==> src/logic/scw_pkg.sv <==
// Constants and types for the scan-cycle watchdog and task scheduler
// Summary of operation
// - Main scan runs internal processing, input read, program, output write in order.
// - Periodic mode idles in internal processing until the main period ends.
// - Scan longer than period sets period overrun flag, finishes, writes outputs, restarts.
// - In stop: internal processing, input read, outputs fall back or hold.
// - Main scan time checked against scan limit, default 250 ms, maximum 500 ms.
// - Watchdog expiry marks application faulty, halts at once, alarm output goes 0.
// - Watchdog overrun flag set when any scan exceeds the watchdog limit; only main and periodic scans are timed, event tasks are not.
// - Main period word in ms, loaded at cold restart, software may overwrite.
// - Main period 1 to 255 ms; countdown loaded at scan start, expiry starts scan.
// - Last, longest and shortest scan times kept for main and periodic tasks.
// - Scheduler holds main task, optional periodic task, optional event tasks.
// - Main active by default, periodic when programmed, event task on its event.
// - Event or periodic start suspends main task, runs to end, then resumes it; events wait for periodic.
// - Separate enable bits for main, periodic and event task groups.
// - Periodic task period configurable 1 to 255 ms, may exceed main period.
// - Periodic task watchdog overrun sets flag, marks faulty and halts.
// - Periodic period word loaded at cold restart, program may overwrite.
// - Cold restart clears periodic enable at end of first main scan.
// - Discrete channels assigned to main or periodic task in groups of 8.
// - Inputs of the event channel refreshed before its event task starts.
// - Number of events is 8, 16, 32 or 64, numbered from zero.
// - Inputs 0 to 3 of first slot trigger events 0 to 3 on chosen edge.
package scw_pkg;
  localparam int          CLK_HZ          = 40_000_000;
  localparam int          MS_CYCLES       = CLK_HZ / 1000;
  localparam logic [9:0]  LIMIT_DEF_MS    = 10'd250;
  localparam logic [9:0]  LIMIT_MAX_MS    = 10'd500;
  localparam logic [7:0]  MAIN_PER_DEF_MS = 8'd10;
  localparam logic [7:0]  FAST_PER_DEF_MS = 8'd5;
  localparam logic [15:0] SHORT_INIT      = 16'hffff;
  // Register offsets
  localparam logic [3:0] A_CTRL      = 4'h0;
  localparam logic [3:0] A_STATUS    = 4'h1;
  localparam logic [3:0] A_MPER      = 4'h2;
  localparam logic [3:0] A_PPER      = 4'h3;
  localparam logic [3:0] A_LIMIT     = 4'h4;
  localparam logic [3:0] A_M_LAST    = 4'h5;
  localparam logic [3:0] A_M_LONG    = 4'h6;
  localparam logic [3:0] A_M_SHORT   = 4'h7;
  localparam logic [3:0] A_P_LAST    = 4'h8;
  localparam logic [3:0] A_P_LONG    = 4'h9;
  localparam logic [3:0] A_P_SHORT   = 4'ha;
  localparam logic [3:0] A_GROUP     = 4'hb;
  localparam logic [3:0] A_EDGE      = 4'hc;
  // Control bits
  localparam int C_MAIN_EN = 0;
  localparam int C_PER_EN  = 1;
  localparam int C_EVT_EN  = 2;
  localparam int C_RUN     = 3;
  localparam int C_PERIODIC= 4;
  localparam int C_HOLD    = 5;
  localparam int C_FAST_PRG= 6;
  typedef enum {ST_IP, ST_IN, ST_PRG, ST_OUT, ST_WAIT, ST_HALT} scw_phase_t;
  typedef enum {T_NONE, T_MAIN, T_FAST, T_EVT} scw_task_t;
endpackage

==> src/logic/scw_scheduler.sv <==
// Scan-cycle supervisor, watchdog and task scheduler
`timescale 1ns/100ps
module scw_scheduler
  import scw_pkg::*;
#(
  parameter int N_EVT  = 8,             // Events per variant: 8, 16, 32 or 64
  parameter int N_GRP  = 4,             // Discrete groups of 8 channels
  parameter int MS_CYC = MS_CYCLES      // Clock cycles per ms tick
)(
  input  wire logic             sys_clk,       // System clock, 40 MHz
  input  wire logic             rst_b,         // Async reset, cold restart
  input  wire logic [3:0]       reg_addr,      // Register address
  input  wire logic [15:0]      reg_wdata,     // Write data
  input  wire logic             reg_wr,        // Write strobe
  input  wire logic             reg_rd,        // Read strobe
  output logic      [15:0]      reg_rdata,     // Read data, cycle after strobe
  input  wire logic [N_EVT-1:0] evt_req,       // Event requests from I/O channels
  input  wire logic [3:0]       slot_in,       // First slot inputs 0 to 3
  input  wire logic             prog_done,     // Application finished its program
  output logic                  prog_start,    // Pulse: start program of a task
  output logic      [1:0]       prog_task,     // Task in program: 1 main 2 fast 3 event
  output logic      [5:0]       prog_evt,      // Event number being served
  output logic                  in_read,       // Pulse: read inputs
  output logic                  out_write,     // Pulse: write outputs
  output logic      [N_GRP-1:0] io_grp_sel,    // Groups taking part in the exchange
  output logic                  out_fallback,  // Outputs at fallback values
  output logic                  alarm_output,  // Alarm, low when faulty
  output logic                  app_fault      // Application faulty, halted
);
  logic [15:0] ctrl_q;
  logic [7:0] mper_q, pper_q;
  logic [9:0] limit_q;
  logic [N_GRP-1:0] grp_q;
  logic [3:0] edge_q, slot_q;
  logic per_ovf_q, wd_ovf_q, first_q;
  logic [15:0] m_last_q, m_long_q, m_short_q, p_last_q, p_long_q, p_short_q;
  logic [31:0] pre_q;
  logic tick;
  logic [7:0] mcnt_q, pcnt_q;
  logic [15:0] mtime_q, ptime_q;
  scw_phase_t mph_q, fph_q;
  scw_task_t act_q;
  logic fast_pend_q, fast_busy_q;
  logic [N_EVT-1:0] evt_pend_q;
  logic evt_busy_q;
  logic [5:0] evt_num_q;
  logic [1:0] eph_q;
  logic halt;
  logic main_end, fast_end, fast_due;
  logic mdone_q;

  // Lowest pending event number wins
  function automatic logic [5:0] first_set(input logic [N_EVT-1:0] v);
    logic [5:0] r;
    r = 6'h00;
    for (int i = N_EVT - 1; i >= 0; i--)
      if (v[i]) r = 6'(i);
    return r;
  endfunction

  // Running min/max of a scan time
  function automatic logic [15:0] pick(input logic [15:0] a, input logic [15:0] b, input logic hi);
    pick = hi ? ((a > b) ? a : b) : ((a < b) ? a : b);
  endfunction

  assign halt     = app_fault;
  assign main_end = (act_q == T_MAIN) && (mph_q == ST_OUT);
  assign fast_end = (act_q == T_FAST) && (fph_q == ST_OUT);
  assign fast_due = ctrl_q[C_FAST_PRG] && ctrl_q[C_PER_EN] && ctrl_q[C_RUN] && (pcnt_q <= 8'd1) && tick;

  // Millisecond time base
  always_ff @(posedge sys_clk or negedge rst_b)
    if (!rst_b) pre_q <= 32'h0;
    else if (pre_q == 32'(MS_CYC - 1)) pre_q <= 32'h0;
    else pre_q <= pre_q + 32'h1;
  assign tick = (pre_q == 32'(MS_CYC - 1));

  // Control register; hardware clears periodic enable after first main scan
  always_ff @(posedge sys_clk or negedge rst_b)
    if (!rst_b) ctrl_q <= 16'h0009;
    else if (first_q && main_end) ctrl_q[C_PER_EN] <= 1'b0;
    else if (reg_wr && reg_addr == A_CTRL) ctrl_q <= reg_wdata;

  // Period, limit, group and edge words
  always_ff @(posedge sys_clk or negedge rst_b)
    if (!rst_b)
    begin
      mper_q  <= MAIN_PER_DEF_MS;
      pper_q  <= FAST_PER_DEF_MS;
      limit_q <= LIMIT_DEF_MS;
      grp_q   <= '0;
      edge_q  <= 4'h0;
    end
    else if (reg_wr)
    begin
      // Zero period is refused so the countdown always expires
      if (reg_addr == A_MPER && reg_wdata[7:0] != 8'h0) mper_q <= reg_wdata[7:0];
      if (reg_addr == A_PPER && reg_wdata[7:0] != 8'h0) pper_q <= reg_wdata[7:0];
      if (reg_addr == A_LIMIT)
        limit_q <= (reg_wdata[9:0] > LIMIT_MAX_MS) ? LIMIT_MAX_MS : reg_wdata[9:0];
      if (reg_addr == A_GROUP) grp_q <= reg_wdata[N_GRP-1:0];
      if (reg_addr == A_EDGE) edge_q <= reg_wdata[3:0];
    end

  // First-scan marker after cold restart
  always_ff @(posedge sys_clk or negedge rst_b)
    if (!rst_b) first_q <= 1'b1;
    else if (main_end) first_q <= 1'b0;

  // Main countdown and scan time; counted on every tick, also while another task runs; scan time paused in wait
  always_ff @(posedge sys_clk or negedge rst_b)
    if (!rst_b)
    begin
      mcnt_q  <= 8'h0;
      mtime_q <= 16'h0;
    end
    else if (mph_q == ST_IP && act_q == T_MAIN && !halt)
    begin
      mcnt_q  <= mper_q;
      mtime_q <= 16'h0;
    end
    else if (tick)
    begin
      if (mcnt_q != 8'h0) mcnt_q <= mcnt_q - 8'h1;
      if (mph_q != ST_WAIT && mtime_q != 16'hffff) mtime_q <= mtime_q + 16'h1;
    end

  // Fast countdown and scan time
  always_ff @(posedge sys_clk or negedge rst_b)
    if (!rst_b)
    begin
      pcnt_q  <= 8'h0;
      ptime_q <= 16'h0;
    end
    else if (fast_due)
    begin
      pcnt_q  <= pper_q;
      ptime_q <= 16'h0;
    end
    else if (tick)
    begin
      if (pcnt_q > 8'd1) pcnt_q <= pcnt_q - 8'h1;
      if (fast_busy_q) ptime_q <= ptime_q + 16'h1;
    end

  // Pending requests: fast cycle start and events
  always_ff @(posedge sys_clk or negedge rst_b)
    if (!rst_b)
    begin
      fast_pend_q <= 1'b0;
      evt_pend_q  <= '0;
      slot_q      <= 4'h0;
    end
    else
    begin
      slot_q <= slot_in;
      if (fast_due) fast_pend_q <= 1'b1;
      else if (act_q == T_FAST && fph_q == ST_IP) fast_pend_q <= 1'b0;
      for (int i = 0; i < N_EVT; i++)
        // Set wins over the launch clear; inhibited events are lost
        if (ctrl_q[C_EVT_EN] && ctrl_q[C_RUN] &&
            (evt_req[i] || (i < 4 && ((slot_in[i & 3] ^ slot_q[i & 3]) &&
             (slot_in[i & 3] == !edge_q[i & 3])))))
          evt_pend_q[i] <= 1'b1;
        else if (act_q == T_EVT && eph_q == 2'd0 && evt_num_q == 6'(i))
          evt_pend_q[i] <= 1'b0;
    end

  // Task arbiter: event over fast over main; a started task runs to its end
  always_ff @(posedge sys_clk or negedge rst_b)
    if (!rst_b)
    begin
      act_q       <= T_MAIN;
      fast_busy_q <= 1'b0;
      evt_busy_q  <= 1'b0;
      evt_num_q   <= 6'h0;
    end
    else if (halt)
      act_q <= T_NONE;
    else if (!evt_busy_q && |evt_pend_q && !first_q && act_q != T_FAST)
    begin
      act_q      <= T_EVT;
      evt_busy_q <= 1'b1;
      evt_num_q  <= first_set(evt_pend_q);
    end
    else if (act_q == T_EVT && eph_q == 2'd3)
    begin
      evt_busy_q <= 1'b0;
      act_q      <= fast_busy_q ? T_FAST : T_MAIN;
    end
    else if (act_q == T_MAIN && fast_pend_q && !fast_busy_q && !first_q)
    begin
      act_q       <= T_FAST;
      fast_busy_q <= 1'b1;
    end
    else if (fast_end)
    begin
      fast_busy_q <= 1'b0;
      act_q       <= T_MAIN;
    end

  // Main program end that lands while a higher task takes over is kept, else main hangs
  always_ff @(posedge sys_clk or negedge rst_b)
    if (!rst_b) mdone_q <= 1'b0;
    else if (prog_done && mph_q == ST_PRG && act_q != T_MAIN &&
             !(act_q == T_FAST && fph_q == ST_PRG) && !(act_q == T_EVT && eph_q == 2'd2))
      mdone_q <= 1'b1;
    else if (act_q == T_MAIN) mdone_q <= 1'b0;

  // Main task phase sequence
  always_ff @(posedge sys_clk or negedge rst_b)
    if (!rst_b) mph_q <= ST_IP;
    else if (halt) mph_q <= ST_HALT;
    else if (act_q == T_MAIN)
      case (mph_q)
        ST_IP:   mph_q <= ST_IN;
        ST_IN:   mph_q <= (ctrl_q[C_RUN] && ctrl_q[C_MAIN_EN]) ? ST_PRG : ST_OUT;
        ST_PRG:  if (prog_done || mdone_q) mph_q <= ST_OUT;
        ST_OUT:  mph_q <= (ctrl_q[C_PERIODIC] && mcnt_q != 8'h0) ? ST_WAIT : ST_IP;
        ST_WAIT: if (mcnt_q == 8'h0) mph_q <= ST_IP;
        default: mph_q <= ST_HALT;
      endcase

  // Fast task phase sequence
  always_ff @(posedge sys_clk or negedge rst_b)
    if (!rst_b) fph_q <= ST_IP;
    else if (act_q == T_FAST)
      case (fph_q)
        ST_IP:   fph_q <= ST_IN;
        ST_IN:   fph_q <= ST_PRG;
        ST_PRG:  if (prog_done) fph_q <= ST_OUT;
        ST_OUT:  fph_q <= ST_IP;
        default: fph_q <= ST_IP;
      endcase

  // Event sequence: refresh channel inputs, program, write outputs
  always_ff @(posedge sys_clk or negedge rst_b)
    if (!rst_b) eph_q <= 2'd0;
    else if (act_q == T_EVT)
      case (eph_q)
        2'd0:    eph_q <= 2'd1;
        2'd1:    eph_q <= 2'd2;
        2'd2:    if (prog_done) eph_q <= 2'd3;
        default: eph_q <= 2'd0;
      endcase

  // Overrun flags and fault; flags are sticky until software writes status
  always_ff @(posedge sys_clk or negedge rst_b)
    if (!rst_b)
    begin
      per_ovf_q <= 1'b0;
      wd_ovf_q  <= 1'b0;
      app_fault <= 1'b0;
    end
    else
    begin
      if ((ctrl_q[C_PERIODIC] && mcnt_q == 8'h0 && mph_q inside {ST_IN, ST_PRG}) ||
          (fast_busy_q && fast_due))
        per_ovf_q <= 1'b1;
      else if (reg_wr && reg_addr == A_STATUS && reg_wdata[0]) per_ovf_q <= 1'b0;
      if ((mtime_q > 16'(limit_q) && mph_q != ST_WAIT && mph_q != ST_HALT) ||
          ptime_q > 16'(limit_q))
      begin
        wd_ovf_q  <= 1'b1;
        app_fault <= 1'b1;
      end
      else if (reg_wr && reg_addr == A_STATUS && reg_wdata[1]) wd_ovf_q <= 1'b0;
    end

  // Scan time records
  always_ff @(posedge sys_clk or negedge rst_b)
    if (!rst_b)
    begin
      m_last_q <= 16'h0; m_long_q <= 16'h0; m_short_q <= SHORT_INIT;
      p_last_q <= 16'h0; p_long_q <= 16'h0; p_short_q <= SHORT_INIT;
    end
    else
    begin
      if (main_end)
      begin
        m_last_q  <= mtime_q;
        m_long_q  <= pick(m_long_q, mtime_q, 1'b1);
        m_short_q <= pick(m_short_q, mtime_q, 1'b0);
      end
      if (fast_end)
      begin
        p_last_q  <= ptime_q;
        p_long_q  <= pick(p_long_q, ptime_q, 1'b1);
        p_short_q <= pick(p_short_q, ptime_q, 1'b0);
      end
    end

  // Strobes to I/O and program; group select follows the task owning the exchange
  always_ff @(posedge sys_clk or negedge rst_b)
    if (!rst_b)
    begin
      prog_start <= 1'b0; prog_task <= 2'd0; prog_evt <= 6'h0;
      in_read <= 1'b0; out_write <= 1'b0; io_grp_sel <= '0;
      out_fallback <= 1'b0; alarm_output <= 1'b1;
    end
    else
    begin
      in_read    <= (act_q == T_MAIN && mph_q == ST_IN) || (act_q == T_FAST && fph_q == ST_IN) ||
                    (act_q == T_EVT && eph_q == 2'd0);
      out_write  <= (main_end && ctrl_q[C_RUN]) || fast_end || (act_q == T_EVT && eph_q == 2'd3);
      prog_start <= (act_q == T_MAIN && mph_q == ST_IN && ctrl_q[C_RUN] && ctrl_q[C_MAIN_EN]) ||
                    (act_q == T_FAST && fph_q == ST_IN) || (act_q == T_EVT && eph_q == 2'd1);
      prog_task  <= 2'(act_q);
      prog_evt   <= evt_num_q;
      io_grp_sel <= (act_q == T_FAST) ? grp_q : ~grp_q;
      out_fallback <= !ctrl_q[C_RUN] && !ctrl_q[C_HOLD];
      alarm_output <= !halt;
    end

  // Register read port
  always_ff @(posedge sys_clk or negedge rst_b)
    if (!rst_b) reg_rdata <= 16'h0;
    else if (reg_rd)
      case (reg_addr)
        A_CTRL:    reg_rdata <= ctrl_q;
        A_STATUS:  reg_rdata <= {13'h0, app_fault, wd_ovf_q, per_ovf_q};
        A_MPER:    reg_rdata <= {8'h0, mper_q};
        A_PPER:    reg_rdata <= {8'h0, pper_q};
        A_LIMIT:   reg_rdata <= {6'h0, limit_q};
        A_M_LAST:  reg_rdata <= m_last_q;
        A_M_LONG:  reg_rdata <= m_long_q;
        A_M_SHORT: reg_rdata <= m_short_q;
        A_P_LAST:  reg_rdata <= p_last_q;
        A_P_LONG:  reg_rdata <= p_long_q;
        A_P_SHORT: reg_rdata <= p_short_q;
        A_GROUP:   reg_rdata <= 16'(grp_q);
        A_EDGE:    reg_rdata <= {12'h0, edge_q};
        default:   reg_rdata <= 16'h0;
      endcase
    else reg_rdata <= 16'h0;

  // Checks
  fault_alarm_a: assert property (@(posedge sys_clk) disable iff (!rst_b)
    $rose(app_fault) |=> !alarm_output) else $error("alarm not dropped on fault");
  fault_sticky_a: assert property (@(posedge sys_clk) disable iff (!rst_b)
    app_fault |=> app_fault) else $error("fault cleared");
  wd_flag_a: assert property (@(posedge sys_clk) disable iff (!rst_b)
    $rose(app_fault) |-> $rose(wd_ovf_q)) else $error("fault without flag");
  limit_max_a: assert property (@(posedge sys_clk) disable iff (!rst_b)
    limit_q <= LIMIT_MAX_MS) else $error("limit above maximum");
  phase_order_a: assert property (@(posedge sys_clk) disable iff (!rst_b)
    (mph_q == ST_IN && act_q == T_MAIN && !halt) |=> mph_q inside {ST_PRG, ST_OUT})
    else $error("bad phase order");
  wait_hold_a: assert property (@(posedge sys_clk) disable iff (!rst_b)
    (mph_q == ST_WAIT && mcnt_q != 8'h0 && !halt) |=> mph_q == ST_WAIT)
    else $error("left wait early");
  fallback_a: assert property (@(posedge sys_clk) disable iff (!rst_b)
    (!ctrl_q[C_RUN] && !ctrl_q[C_HOLD]) |=> out_fallback) else $error("no fallback");
  en_clear_a: assert property (@(posedge sys_clk) disable iff (!rst_b)
    (first_q && main_end) |=> !ctrl_q[C_PER_EN]) else $error("enable not cleared");
  short_max_a: assert property (@(posedge sys_clk) disable iff (!rst_b)
    main_end |=> m_last_q == $past(mtime_q) && m_short_q <= m_last_q && m_last_q <= m_long_q)
    else $error("scan time record wrong");
  evt_first_a: assert property (@(posedge sys_clk) disable iff (!rst_b)
    (act_q == T_EVT && eph_q == 2'd0 && !halt) |=> in_read) else $error("no refresh");
  scan_c: cover property (@(posedge sys_clk) main_end ##1 mph_q == ST_WAIT);
  fast_c: cover property (@(posedge sys_clk) fast_end);
  evt_c:  cover property (@(posedge sys_clk) act_q == T_EVT && eph_q == 2'd3);
endmodule

==> config.mk <==
export PLATFORM = sky130hd
export DESIGN_NAME = scw_scheduler
export DESIGN_NICKNAME = d
export VERILOG_FILES = /design/src/logic/scw_pkg.sv /design/src/logic/scw_scheduler.sv
export SDC_FILE = /design/constraint.sdc
export NUM_CORES = 1
export LEC_CHECK = 0
export ABC_CLOCK_PERIOD_IN_PS = 2700
export BUFFER_PORTS_ARGS = -buffer_cell sky130_fd_sc_hd__buf_2
export CAP_MARGIN = 15
export CORE_AREA = 4 4 231 233
export CTS_CLUSTER_DIAMETER = 30
export DETAILED_ROUTE_END_ITERATION = 10
export DIE_AREA = 0 0 235 237
export GPL_TIMING_DRIVEN = 0
export HOLD_SLACK_MARGIN = 0.15
export PLACE_DENSITY = 0.54
export SLEW_MARGIN = 10
export SYNTH_ARGS = -nofsm -noshare
export SYNTH_HDL_FRONTEND = slang
export SYNTH_SLANG_ARGS = --single-unit
==> constraint.sdc <==
create_clock -name sys_clk -period 2.7 [get_ports sys_clk]
set_clock_uncertainty 0.15 [all_clocks]
set_input_delay 0.135 -clock sys_clk [delete_from_list [all_inputs] [get_ports sys_clk]]
set_output_delay 0.135 -clock sys_clk [all_outputs]
set_load 0.01 [all_outputs]
==> metrics.txt <==
R2R depth=7; via count=roughly 13000; Finished Layout Cells=2456; top_reg_cell synth=dfrtp_1; post-synthesis async set-or-reset flop share=1.00; Antenna Cells=0; slew margin rel.=0.432; Crit. End Element=flop; CTS Buf Count=between 60 and 70; crit path from=act_q[0]$_DFFE_PN1P_; mean cell area of the mapped netlist=10.2 sq um; final worst setup slack=0.00536 ns; P per Cell Area=about 800 nW/um^2; Final Util=0.393; Hold Fails Final Rpt=0; initial antenna violation count=6; Clock Latency Late Sink=0.57 ns; Synth area leader=dfrtp_1; Setup crit end=m_long_q[15]$_DFFE_PN0P_; die area=55700 sq um; core region area=between 50000 and 60000 sq um; vias in the first global route=between 10000 and 15000; initial core utilization=0.298; post-route ant nets=0; cells after synthesis=between 1000 and 1500; Post-Syn Area=15200 sq um; YS warnings=0; final period utilization=0.998; synth cell count leaders=dfrtp_1, nand2_1, o21ai_0; Yosys top cell area share=0.396; Hold Crit Class=input pin to flop; Die Width=about 240 um; port buffer count=63; pre-CTS WS=-0.722 ns; count of cell types in the netlist=80; top post-synthesis cells by area=dfrtp_1, dfstp_2, ha_1; final slew viol count=0; Root Buffer=clkbuf_16; HPWL Detailed=approximately 36 mm; Worst Max-Slew Pin Slew=0.852 ns; # rows=83; cell area after layout=between 20000 and 25000 sq um; Max Fclk=roughly 370 MHz; H-tree depth=3; nature of the critical path startpoint=flop; sequential area share after synthesis=0.477; Worst Path Arrival=about 3 ns; GR Overflow Total=0; R2R Path Start=act_q[0]$_DFFE_PN1P_; CP required=roughly 3.0 ns; RSZ-0062 raised after global routing=yes; # nets final=about 1900; EDFF count, synth=0; share of post-route cells with drive strength above 1=0.270; Num Clock Sinks=between 200 and 300; count leader, synth=dfrtp_1; R2R Setup Slk=0.005 ns; Layout area overhead=31.9%; critical setup path kind=flop to flop; Placed Instances=between 2000 and 2500; crit-path max FO=5; Residual DRC=0; IO Count=between 70 and 80; LEAKAGE=0.00880 uW; Tot Pwr=around 16000 uW; DR iter-0 viols=between 1000 and 1500; status=finished clean; FF+latch count, synth=around 290; clock slew at reported path FFs=0.05 ns; gr usage total=0.174; max_cap viols=0; r2r endpoint=m_long_q[15]$_DFFE_PN0P_; Setup-failing EPs final=0; 1st-pass router iterations=6; Cell Area, Placed=~17000 sq um; global-route wire length before repair=~77 mm; DR WL/cell=20.1 um; Filler Cells Inserted=roughly 4900; via/cell ratio=5.24; VDD IR max=between 0.4 and 0.5 mV; Clock Tree Buf Depth=3; largest net degree at the start of global routing=approximately 110; WL final=approximately 50 mm; gp weighted congestion=0.933; Min Clock Period, post-route=2.69 ns; Die Ht=237 um; TritonCTS clock tree=done
==> power by group <==
part / switching (uW) / leakage (uW) / internal (uW)
logic: 1230 / 0.00400 / 839
registers: 448 / 0.00363 / 4850
clock network: 2550 / 0.00117 / 6100
==> metrics by stage <==
stage          TNS [ns]  hold WS (ns)
2_1_floorplan         0        -0.311
3_3_place_gp   -1154.64         0.124
3_5_place_dp     -33.36        -0.225
4_1_cts               0         0.155
5_1_grt          -0.634         0.192
6_report              0         0.182
==> flip-flops by register name, indices dropped and copies added (netlist names), 4 cells and up <==
| signal | flops |
|---|---|
| pre_q | 32 |
| ctrl_q | 16 |
| m_last_q | 16 |
| m_long_q | 16 |
| m_short_q | 16 |
| mtime_q | 16 |
| p_last_q | 16 |
| p_long_q | 16 |
| p_short_q | 16 |
| ptime_q | 16 |
| reg_rdata | 16 |
| limit_q | 10 |
| evt_pend_q | 8 |
| mcnt_q | 8 |
| mper_q | 8 |
| pcnt_q | 8 |
| pper_q | 8 |
| edge_q | 4 |
| grp_q | 4 |
| io_grp_sel | 4 |
| slot_q | 4 |
==> how the worst min path moves through the flow <==
stage / startpoint / endpoint / slack, ns / depth (start not counted)
4_1_cts: reg_wdata[12] / ctrl_q[12]$_DFFE_PN0P_ / 0.15 / 3
5_1_grt: reg_wdata[14] / ctrl_q[14]$_DFFE_PN0P_ / 0.19 / 3
3_3_place_gp: slot_in[2] / slot_q[2]$_DFF_PN0_ / 0.12 / 1
6_report: reg_wdata[14] / ctrl_q[14]$_DFFE_PN0P_ / 0.18 / 3
3_5_place_dp: rst_b / pre_q[28]$_DFF_PN0_ / -0.22 / 1
2_1_floorplan: rst_b / act_q[1]$_DFFE_PN0P_ / -0.31 / 0
==> timing repair <==
item | in CTS | in global routing
pin swaps | 11 | 12
resized for setup | 61 | 57
buffers inserted | 15 | 35
endpoints found under the setup margin | 105 | 90
gates cloned | 1 | 1
hold endpoints to repair | 326 | 0
hold buffers | 42 | 0
==> layout make-up <==
class	instances	area, sq um	area share
multi-input cells	1081	7710	0.383
flip-flops and latches	288	7300	0.363
clock buffers	91	1950	0.0971
repair buffers	161	1260	0.0629
well taps	680	851	0.0423
clock inverters	31	474	0.0236
plain buffers	57	294	0.0146
inverters	67	264	0.0131
==> metal layers <==
metal | routed length (um) | global-route usage | vias to the layer above
met3 | 3190 | 0.0367 | 102
met5 | 60 | 0 | -
li1 | - | - | 5964
met2 | 23000 | 0.280 | 372
met4 | 1620 | 0.0712 | 12
met1 | 21500 | 0.228 | 6424
==> cells by family after synthesis <==
family          Yosys count  synth area share
other cells               1          0.000246
simple gates            474             0.156
buf+inv                 127            0.0341
xor+xnor                 39            0.0224
compound gates          353             0.147
mux                     116            0.0846
fa+ha+maj                96            0.0788
flops                   288             0.477
==> critical path, stage by stage, from the launching register on <==
cell and delay, ns:
dfstp_2 0.57, and2b_1 0.21, nand3_4 0.19, or4_4 0.59
o31ai_4 0.27, buf_6 0.16, buf_8 0.13, mux2_4 0.30
==> cell usage in the layout, fill, tap and decap left out, types with 19 or more instances in the layout <==
master / n
a21oi_1: 72
dfrtp_2: 26
dfrtp_1: 215
inv_1: 54
dfstp_2: 47
buf_2: 67
o21ai_0: 121
clkbuf_16: 72
nand4_1: 33
nor2_1: 91
mux2_2: 92
clkbuf_1: 42
ha_1: 88
xnor2_1: 27
a22oi_1: 34
nand2_1: 149
dlygate4sd3_1: 42
a31oi_1: 19
nor3_1: 25
nand3_1: 56
buf_4: 53
Power figures use the tool's default switching activity.
